--- config.mk ---
export PLATFORM = sky130hd
export DESIGN_NAME = tcls_trigger_chunks
export DESIGN_NICKNAME = d
export VERILOG_FILES = /design/src/core/tcls_trigger_chunks.v
export VERILOG_INCLUDE_DIRS = /design/src /design/src/core
export SDC_FILE = /design/constraint.sdc
export NUM_CORES = 1
export LEC_CHECK = 0
export BUFFER_PORTS_ARGS = -buffer_cell sky130_fd_sc_hd__buf_4
export CAP_MARGIN = 20
export CORE_ASPECT_RATIO = 0.6
export CORE_MARGIN = 2
export CORE_UTILIZATION = 35
export DETAILED_ROUTE_END_ITERATION = 6
export PLACE_DENSITY_LB_ADDON = 0.1
export SLEW_MARGIN = 15
export SYNTH_ARGS = -nofsm -noshare
export SYNTH_HDL_FRONTEND = slang
export SYNTH_SLANG_ARGS = --single-unit
--- constraint.sdc ---
create_clock -name pclk -period 2.4 [get_ports pclk]
set_input_delay 0.12 -clock pclk [delete_from_list [all_inputs] [get_ports pclk]]
set_output_delay 0.12 -clock pclk [all_outputs]
set_load 0.05 [all_outputs]
--- src/core/tcls_defs.vh ---
// register offsets, field positions, reset values and encodings for the trigger count block
`ifndef TCLS_DEFS_VH
`define TCLS_DEFS_VH
`define TCLS_OFF_CHUNK_CTRL 12'h000
`define TCLS_OFF_COUNT_CFG 12'h004
`define TCLS_OFF_COUNT_CMD 12'h008
`define TCLS_OFF_COUNT_VAL 12'h00c
`define TCLS_OFF_SNAP_VAL 12'h010
`define TCLS_OFF_FRAME_VAL 12'h014
`define TCLS_OFF_STATUS 12'h018
`define TCLS_BIT_MASTER 0
`define TCLS_BIT_PICK_LO 4
`define TCLS_BIT_PICK_HI 5
`define TCLS_BIT_FSWITCH 8
`define TCLS_BIT_TRIG_EN 16
`define TCLS_BIT_ORIGIN_LO 0
`define TCLS_BIT_ORIGIN_HI 1
`define TCLS_BIT_SLOT_LO 4
`define TCLS_BIT_SLOT_HI 5
`define TCLS_BIT_EVENT_LO 8
`define TCLS_BIT_EVENT_HI 9
`define TCLS_BIT_CLEAR_CMD 0
`define TCLS_PICK_TRIG 2'h0
`define TCLS_PICK_SNAP 2'h1
`define TCLS_ORIGIN_OFF 2'h0
`define TCLS_ORIGIN_PIN 2'h1
`define TCLS_ORIGIN_SW 2'h2
`define TCLS_SLOT_TRIG 2'h1
`define TCLS_SLOT_FRAME 2'h2
`define TCLS_EVT_TRIG 2'h0
`define TCLS_EVT_BEGIN 2'h1
`define TCLS_TRIG_START 32'h00000001
`define TCLS_FRAME_START 32'h00000000
`define TCLS_TAG_TRIG 2'h0
`define TCLS_TAG_SNAP 2'h1
`endif

--- src/core/tcls_trigger_chunks.v ---
// trigger counter, line snapshot and chunk field source with apb registers
`timescale 1ns/1ps
`include "tcls_defs.vh"
module tcls_trigger_chunks #(
  parameter N_IN = 1,
  parameter N_OUT = 1,
  parameter N_GPIO = 0,
  parameter [31:0] IN_BIT0 = 32'h00000000,
  parameter [31:0] OUT_BIT0 = 32'h00000001,
  parameter [31:0] GPIO_BIT0 = 32'h00000002
) (
  input wire pclk,
  input wire presetn,
  input wire psel,
  input wire penable,
  input wire pwrite,
  input wire [11:0] paddr,
  input wire [31:0] pwdata,
  input wire [3:0] pstrb,
  output wire pready,
  output reg [31:0] prdata,
  output wire pslverr,
  input wire acquisition_trigger_event,
  input wire acquisition_begin_event,
  input wire first_input_pin,
  input wire [N_IN-1:0] in_lines,
  input wire [N_OUT-1:0] out_lines,
  input wire [N_GPIO > 0 ? N_GPIO-1 : 0:0] gpio_lines,
  input wire image_done,
  output wire field_valid,
  input wire field_ready,
  output wire [31:0] field_data,
  output wire [1:0] field_tag
);

////////////////////////////////////////////////////////////////////////////////
// register state

reg chunk_master_switch_reg;
reg [1:0] chunk_field_pick_reg;
reg trig_field_en_reg;
reg snap_field_en_reg;
reg trig_enable_reg;
reg [1:0] count_clear_origin_reg;
reg [1:0] count_slot_pick_reg;
reg [1:0] count_event_origin_reg;
reg [31:0] trigger_count_reg;
reg [31:0] frame_count_reg;
reg [31:0] line_snapshot_reg;
reg pin_prev_reg;
reg dropped_reg;

wire wr_en = psel & penable & pwrite;
wire rd_en = psel & penable & ~pwrite;
wire [11:0] word_addr = {paddr[11:2], 2'b00};
wire addr_ok = (word_addr <= `TCLS_OFF_STATUS) & (paddr[1:0] == 2'b00);
wire wr_lo = wr_en & pstrb[0] & addr_ok;
wire wr_b1 = wr_en & pstrb[1] & addr_ok;
wire wr_b2 = wr_en & pstrb[2] & addr_ok;

// zero wait states: every register answers in its first access cycle
assign pready = 1'b1;
assign pslverr = psel & penable & ~addr_ok;

////////////////////////////////////////////////////////////////////////////////
// line snapshot word

function [31:0] place_bits;
  input [31:0] levels;
  input integer count;
  input [31:0] base;
  integer i;
  begin
    place_bits = 32'h00000000;
    for (i = 0; i < 32; i = i + 1) begin
      if (i < count && base + i < 32)
        place_bits[base + i] = levels[i];
    end
  end
endfunction

wire [31:0] in_pad = {{(32-N_IN){1'b0}}, in_lines};
wire [31:0] out_pad = {{(32-N_OUT){1'b0}}, out_lines};
// the gpio port keeps one bit when the variant has no gpio lines
localparam GPIO_W = (N_GPIO > 0) ? N_GPIO : 1;
wire [31:0] gpio_pad = {{(32-GPIO_W){1'b0}}, gpio_lines};
// unassigned positions stay zero since only placed bits are ored in
wire [31:0] snap_now = place_bits(in_pad, N_IN, IN_BIT0) |
  place_bits(out_pad, N_OUT, OUT_BIT0) |
  place_bits(gpio_pad, N_GPIO, GPIO_BIT0);

////////////////////////////////////////////////////////////////////////////////
// clear sources

// pin clear acts on the rising edge so a held level does not freeze the count
wire pin_rise = first_input_pin & ~pin_prev_reg;
wire sw_cmd = wr_lo & (word_addr == `TCLS_OFF_COUNT_CMD) & pwdata[`TCLS_BIT_CLEAR_CMD];
// the software clear acts only while slot one is set up with its trigger event
wire slot_is_trig = (count_slot_pick_reg == `TCLS_SLOT_TRIG) &
  (count_event_origin_reg == `TCLS_EVT_TRIG);
wire clear_trig = ((count_clear_origin_reg == `TCLS_ORIGIN_PIN) & pin_rise) |
  ((count_clear_origin_reg == `TCLS_ORIGIN_SW) & sw_cmd & slot_is_trig);
wire trig_take = acquisition_trigger_event & trig_enable_reg;
// the wrap to zero is explicit rather than left to the adder width
wire count_at_max = (trigger_count_reg == 32'hffffffff);

always @(posedge pclk or negedge presetn) begin
  if (!presetn) begin
    pin_prev_reg <= 1'b0;
  end else begin
    pin_prev_reg <= first_input_pin;
  end
end

////////////////////////////////////////////////////////////////////////////////
// counters and snapshot

always @(posedge pclk or negedge presetn) begin
  if (!presetn) begin
    trigger_count_reg <= 32'h00000000;
    frame_count_reg <= `TCLS_FRAME_START;
    line_snapshot_reg <= 32'h00000000;
  end else begin
    // a trigger in the same cycle as a clear is counted after the clear
    if (clear_trig && trig_take)
      trigger_count_reg <= `TCLS_TRIG_START;
    else if (clear_trig)
      trigger_count_reg <= 32'h00000000;
    else if (trig_take && count_at_max)
      trigger_count_reg <= 32'h00000000;
    else if (trig_take)
      trigger_count_reg <= trigger_count_reg + 32'h00000001;
    if (acquisition_begin_event)
      frame_count_reg <= frame_count_reg + 32'h00000001;
    if (trig_take)
      line_snapshot_reg <= snap_now;
  end
end

////////////////////////////////////////////////////////////////////////////////
// control registers

// picked field decode, shared by the enable write and the read back
function [1:0] pick_decode;
  input [1:0] pick;
  begin
    pick_decode = {pick == `TCLS_PICK_SNAP, pick == `TCLS_PICK_TRIG};
  end
endfunction

wire [1:0] pick_dec = pick_decode(chunk_field_pick_reg);

always @(posedge pclk or negedge presetn) begin
  if (!presetn) begin
    chunk_master_switch_reg <= 1'b0;
    chunk_field_pick_reg <= `TCLS_PICK_TRIG;
    trig_field_en_reg <= 1'b0;
    snap_field_en_reg <= 1'b0;
    trig_enable_reg <= 1'b1;
    count_clear_origin_reg <= `TCLS_ORIGIN_OFF;
    count_slot_pick_reg <= `TCLS_SLOT_TRIG;
    count_event_origin_reg <= `TCLS_EVT_TRIG;
  end else begin
    if (wr_lo && word_addr == `TCLS_OFF_CHUNK_CTRL) begin
      chunk_master_switch_reg <= pwdata[`TCLS_BIT_MASTER];
      chunk_field_pick_reg <= pwdata[`TCLS_BIT_PICK_HI:`TCLS_BIT_PICK_LO];
      if (!pwdata[`TCLS_BIT_MASTER]) begin
        trig_field_en_reg <= 1'b0;
        snap_field_en_reg <= 1'b0;
      end
    end
    // the switch write uses the pick already stored, so pick first then enable
    if (wr_b1 && word_addr == `TCLS_OFF_CHUNK_CTRL && chunk_master_switch_reg &&
        (!wr_lo || pwdata[`TCLS_BIT_MASTER])) begin
      if (pick_dec[0])
        trig_field_en_reg <= pwdata[`TCLS_BIT_FSWITCH];
      else if (pick_dec[1])
        snap_field_en_reg <= pwdata[`TCLS_BIT_FSWITCH];
    end
    if (wr_b2 && word_addr == `TCLS_OFF_CHUNK_CTRL)
      trig_enable_reg <= pwdata[`TCLS_BIT_TRIG_EN];
    if (wr_lo && word_addr == `TCLS_OFF_COUNT_CFG) begin
      count_slot_pick_reg <= pwdata[`TCLS_BIT_SLOT_HI:`TCLS_BIT_SLOT_LO];
      // only slot one owns the clear origin of the trigger count
      if (pwdata[`TCLS_BIT_SLOT_HI:`TCLS_BIT_SLOT_LO] == `TCLS_SLOT_TRIG)
        count_clear_origin_reg <= pwdata[`TCLS_BIT_ORIGIN_HI:`TCLS_BIT_ORIGIN_LO];
    end
    if (wr_b1 && word_addr == `TCLS_OFF_COUNT_CFG)
      count_event_origin_reg <= pwdata[`TCLS_BIT_EVENT_HI:`TCLS_BIT_EVENT_LO];
  end
end

////////////////////////////////////////////////////////////////////////////////
// chunk emitter: up to two fields per image through a two-entry buffer

localparam ST_IDLE = 2'd0;
localparam ST_TRIG = 2'd1;
localparam ST_SNAP = 2'd2;

reg [1:0] state_reg;
reg [1:0] state_next;
reg [31:0] buf_data0_reg;
reg [31:0] buf_data1_reg;
reg [1:0] buf_tag0_reg;
reg [1:0] buf_tag1_reg;
reg [1:0] buf_cnt_reg;
reg [31:0] cap_count_reg;
reg [31:0] cap_snap_reg;
reg push;
reg [31:0] push_data;
reg [1:0] push_tag;

// the emitter holds its push while both entries are full, so no word is lost
wire buf_ready = (buf_cnt_reg != 2'd2);
wire pop = field_valid & field_ready;
assign field_valid = (buf_cnt_reg != 2'd0);
assign field_data = buf_data0_reg;
assign field_tag = buf_tag0_reg;

always @* begin
  state_next = state_reg;
  push = 1'b0;
  push_data = cap_count_reg;
  push_tag = `TCLS_TAG_TRIG;
  case (state_reg)
    ST_IDLE: begin
      if (image_done && chunk_master_switch_reg) begin
        if (trig_field_en_reg && trig_enable_reg)
          state_next = ST_TRIG;
        else if (snap_field_en_reg)
          state_next = ST_SNAP;
      end
    end
    ST_TRIG: begin
      push = 1'b1;
      if (buf_ready)
        state_next = snap_field_en_reg ? ST_SNAP : ST_IDLE;
    end
    ST_SNAP: begin
      push = 1'b1;
      push_data = cap_snap_reg;
      push_tag = `TCLS_TAG_SNAP;
      if (buf_ready)
        state_next = ST_IDLE;
    end
    default: state_next = ST_IDLE;
  endcase
end

always @(posedge pclk or negedge presetn) begin
  if (!presetn) begin
    state_reg <= ST_IDLE;
    cap_count_reg <= 32'h00000000;
    cap_snap_reg <= 32'h00000000;
    dropped_reg <= 1'b0;
  end else begin
    state_reg <= state_next;
    if (state_reg == ST_IDLE && image_done) begin
      cap_count_reg <= trigger_count_reg;
      cap_snap_reg <= line_snapshot_reg;
    end
    // an image ending while the emitter is still pushing the previous fields is dropped
    if (state_reg != ST_IDLE && image_done)
      dropped_reg <= 1'b1;
    // only a flag that the read actually returned is cleared
    else if (rd_en && word_addr == `TCLS_OFF_STATUS && prdata[0])
      dropped_reg <= 1'b0;
  end
end

always @(posedge pclk or negedge presetn) begin
  if (!presetn) begin
    buf_cnt_reg <= 2'd0;
    buf_data0_reg <= 32'h00000000;
    buf_data1_reg <= 32'h00000000;
    buf_tag0_reg <= 2'h0;
    buf_tag1_reg <= 2'h0;
  end else begin
    // a push and a pop in one cycle keep the fill level
    if (push && buf_ready && pop) begin
      if (buf_cnt_reg == 2'd1) begin
        buf_data0_reg <= push_data;
        buf_tag0_reg <= push_tag;
      end else begin
        buf_data0_reg <= buf_data1_reg;
        buf_tag0_reg <= buf_tag1_reg;
        buf_data1_reg <= push_data;
        buf_tag1_reg <= push_tag;
      end
    end else if (push && buf_ready) begin
      if (buf_cnt_reg == 2'd0) begin
        buf_data0_reg <= push_data;
        buf_tag0_reg <= push_tag;
      end else begin
        buf_data1_reg <= push_data;
        buf_tag1_reg <= push_tag;
      end
      buf_cnt_reg <= buf_cnt_reg + 2'd1;
    end else if (pop) begin
      buf_data0_reg <= buf_data1_reg;
      buf_tag0_reg <= buf_tag1_reg;
      buf_cnt_reg <= buf_cnt_reg - 2'd1;
    end
  end
end

////////////////////////////////////////////////////////////////////////////////
// read mux

// read data is taken at the setup edge so that it stands through the access phase
wire rd_setup = psel & ~penable & ~pwrite & addr_ok;
reg [31:0] rd_word;

always @* begin
  rd_word = 32'h00000000;
  case (word_addr)
    `TCLS_OFF_CHUNK_CTRL: begin
      rd_word[`TCLS_BIT_MASTER] = chunk_master_switch_reg;
      rd_word[`TCLS_BIT_PICK_HI:`TCLS_BIT_PICK_LO] = chunk_field_pick_reg;
      rd_word[`TCLS_BIT_FSWITCH] = (pick_dec[0] & trig_field_en_reg) |
        (pick_dec[1] & snap_field_en_reg);
      rd_word[`TCLS_BIT_TRIG_EN] = trig_enable_reg;
    end
    `TCLS_OFF_COUNT_CFG: begin
      rd_word[`TCLS_BIT_ORIGIN_HI:`TCLS_BIT_ORIGIN_LO] = count_clear_origin_reg;
      rd_word[`TCLS_BIT_SLOT_HI:`TCLS_BIT_SLOT_LO] = count_slot_pick_reg;
      rd_word[`TCLS_BIT_EVENT_HI:`TCLS_BIT_EVENT_LO] = count_event_origin_reg;
    end
    `TCLS_OFF_COUNT_VAL: rd_word = trig_enable_reg ? trigger_count_reg : 32'h00000000;
    `TCLS_OFF_SNAP_VAL: rd_word = line_snapshot_reg;
    `TCLS_OFF_FRAME_VAL: rd_word = frame_count_reg;
    `TCLS_OFF_STATUS: begin
      rd_word[0] = dropped_reg;
      rd_word[2:1] = buf_cnt_reg;
    end
    default: rd_word = 32'h00000000;
  endcase
end

// zero outside the access phase of a read, so stale words never linger on the bus
always @(posedge pclk or negedge presetn) begin
  if (!presetn) begin
    prdata <= 32'h00000000;
  end else if (rd_setup) begin
    prdata <= rd_word;
  end else begin
    prdata <= 32'h00000000;
  end
end

endmodule // tcls_trigger_chunks

==> results.json <==
{
  "drc_errors": 0,
  "areaGrowthSynthToFinish_pct": 25.1,
  "synth_area_um2": 9810,
  "max_freq_mhz": 441,
  "met1_usage_pct": 25.8,
  "syn_inst": 976,
  "clock_skew_ns": 0.00614,
  "clk_pin_slew_ns": 0.06,
  "cts.sinks": 216,
  "grt_use_total_pct": 16.9,
  "synth-simple-area-share_pct": 19.5,
  "dpl.cell_count": 1422,
  "synthArstFlopShare_pct": 100,
  "fin_util_pct": 44.5,
  "cts_setup_buffers": 0,
  "cts_buffer_depth": 3,
  "critical_path.startpoint_type": "flop",
  "n_fill_cell": 2693,
  "muxShareOfSynthArea_pct": 5.42,
  "antenna_cells": 0,
  "leakage_nw": 5.42,
  "slew_viol_final": 0,
  "start_util_pct": 35.6,
  "finalHoldViolCount": 0,
  "tightest_slew_ns": 0.554,
  "synth_top_family_by_area": "simple AND/OR/NAND/NOR gates",
  "hold_class": "primary input to flop",
  "maxCapViolations": 0,
  "grt.busiest_layer": "met1",
  "routabilityCongestion": 0.827,
  "vias_per_cell": 5.06,
  "period_share_pct": 94.4,
  "dr.pass1.iters": 5,
  "ys.flop_type": "dfrtp_1",
  "first_iter_violations": 397,
  "synth_xor_area_share_pct": 4.38,
  "synth-seq-cells": 216,
  "period_needed_ns": 2.27,
  "use_met2_pct": 24.8,
  "ys_types": 61,
  "drive_above_1_share_pct": 21.0,
  "cp_data_required_time_ns": 2.79,
  "power_w": 0.00831,
  "synthAdderAreaFrac_pct": 1.15,
  "cts_tree": "built",
  "relSlewSlack_pct": 62.1,
  "ys_seq_area_share_pct": 55.1,
  "end_kind": "flop",
  "grt_antenna_before_repair": 0,
  "yosys.area.top_type": "dfrtp_1",
  "grt_pass1_wl_mm": 39.8,
  "grt.overflow.total": 0,
  "yosys_warnings": 0,
  "die_h_um": 134,
  "cts.htree.levels": 1,
  "clock-root-buffer": "clkbuf_16",
  "die_area_um2": 29400,
  "grt_use_met3_pct": 3.36,
  "synth_compound_area_share_pct": 11.3,
  "synth_top_area_share_pct": 54.6,
  "coreArea_um2": 27600,
  "cts_made_buffers": 22,
  "irDropWorstVdd_uv": 375,
  "setup_violations": 0,
  "critical_path_class": "flop to flop",
  "synth_edf_count": 0,
  "insertion_delay_ns": 0.51,
  "layout_commonest_cell": "dfrtp_1",
  "path_max_fanout": 30,
  "cellPowerDensity_nw_per_um2": 677,
  "via_count": 7520,
  "wire_per_inst_um": 16.7,
  "ant_nets": 0,
  "mostFrequentLayoutCells": "dfrtp_1, nand2_1, buf_4",
  "synth.area.top_cells": "dfrtp_1, nand2_1, mux2_2, o21ai_0, nor2_1",
  "nNetsFinal": 1172,
  "portBuffers": 100,
  "post_synth.cell_area_avg_um2": 10.0,
  "fp.dieW_um": 220,
  "grt_pass1_vias": 7315,
  "dp_hpwl_mm": 16.7,
  "cp.arrival_ns": 2.66,
  "wl_mm": 24.8,
  "fin_cells": 1485,
  "num_rows": 47,
  "syn_nets": 1046,
  "run_status": "finished, final reports clean",
  "io_pins": 130,
  "grt_max_degree": 67
}
## synthesized netlist by cell type (12+ instances only)
| cell | n |
|---|---|
| a21oi_1 | 44 |
| a22oi_1 | 29 |
| a31oi_1 | 12 |
| clkbuf_1 | 47 |
| dfrtp_1 | 214 |
| inv_1 | 15 |
| mux2_2 | 41 |
| nand2_1 | 139 |
| nand2b_1 | 35 |
| nand3_1 | 35 |
| nand4_1 | 25 |
| nor2_1 | 81 |
| nor3_1 | 15 |
| o21ai_0 | 80 |
| or3_1 | 12 |
| xnor2_1 | 28 |
| xor2_1 | 21 |
## per-stage QoR
stage	hold WS, ns	setup WS (ns)	instance area [µm²]	TNS (ns)
2_1_floorplan	-0.176	0.208	9810	0
3_3_place_gp	0.0913	0.156	11200	0
3_5_place_dp	0.0892	0.115	11200	0
4_1_cts	0.00542	0.102	12200	0
5_1_grt	0.0543	-0.0442	12300	-0.101
6_report	0.0261	0.134	12300	0
## where the power goes
part	internal [W]	total [W]	switching, W
Sequential	0.00373	0.00383	0.0000989
Combinational	0.000281	0.000732	0.000451
Clock	0.00229	0.00374	0.00146
Total	0.00630	0.00831	0.00201
## layout make-up
class                      instances  area (µm²)  share of cell area, %
clock inverter                     7         110                  0.897
sequential                       216        5410                   44.1
multi-input combinational        686        4150                   33.8
inverter                          15        56.3                  0.459
timing repair buffer             161        1400                   11.4
clock buffer                      33         683                   5.57
tap                              367         459                   3.74
## worst max-delay path, stage by stage, from the launching register on
cell and delay (ns):
dfrtp_1 0.39, inv_1 0.11, ha_1 0.24, nand2b_1 0.14
inv_1 0.15, ha_2 0.24, nand2_1 0.12, o21a_4 0.23
clkbuf_16 0.24, mux2i_1 0.19, o21ai_0 0.08
## what timing repair did
action | CTS | global route
resized for setup | 0 | 2
hold endpoints to repair | 142 | 0
hold buffers | 21 | 0
endpoints found under the setup margin | 0 | 11
## routing by layer
layer | share of wire [%] | up-vias
met5 | 0 | -
met4 | 1.5 | 0
met3 | 4.6 | 33
met2 | 43 | 145
met1 | 51 | 3688
li1 | - | 3654
## final timing paths
path	to	from	slack [ns]	depth (start not counted)
worst min register to register	field_data[24]	field_data[24]	0.48	2
max in group asynchronous	count_slot_pick_reg[0]	presetn	1.52	3
min in group asynchronous	field_data[19]	presetn	0.14	2
worst max-delay path	field_tag[0]	state_reg[0]	0.13	10
worst max register to register	field_tag[0]	state_reg[0]	0.13	10
worst min-delay path	prdata[9]	paddr[3]	0.03	4
## cell families after synthesis
group,count (synthesis)
mux,48
simple gates,388
compound gates,190
xor+xnor,49
fa+ha+maj,9
flops,216
buf+inv,74
other cells,2
No activity file was read; power rests on OpenSTA's default activity.
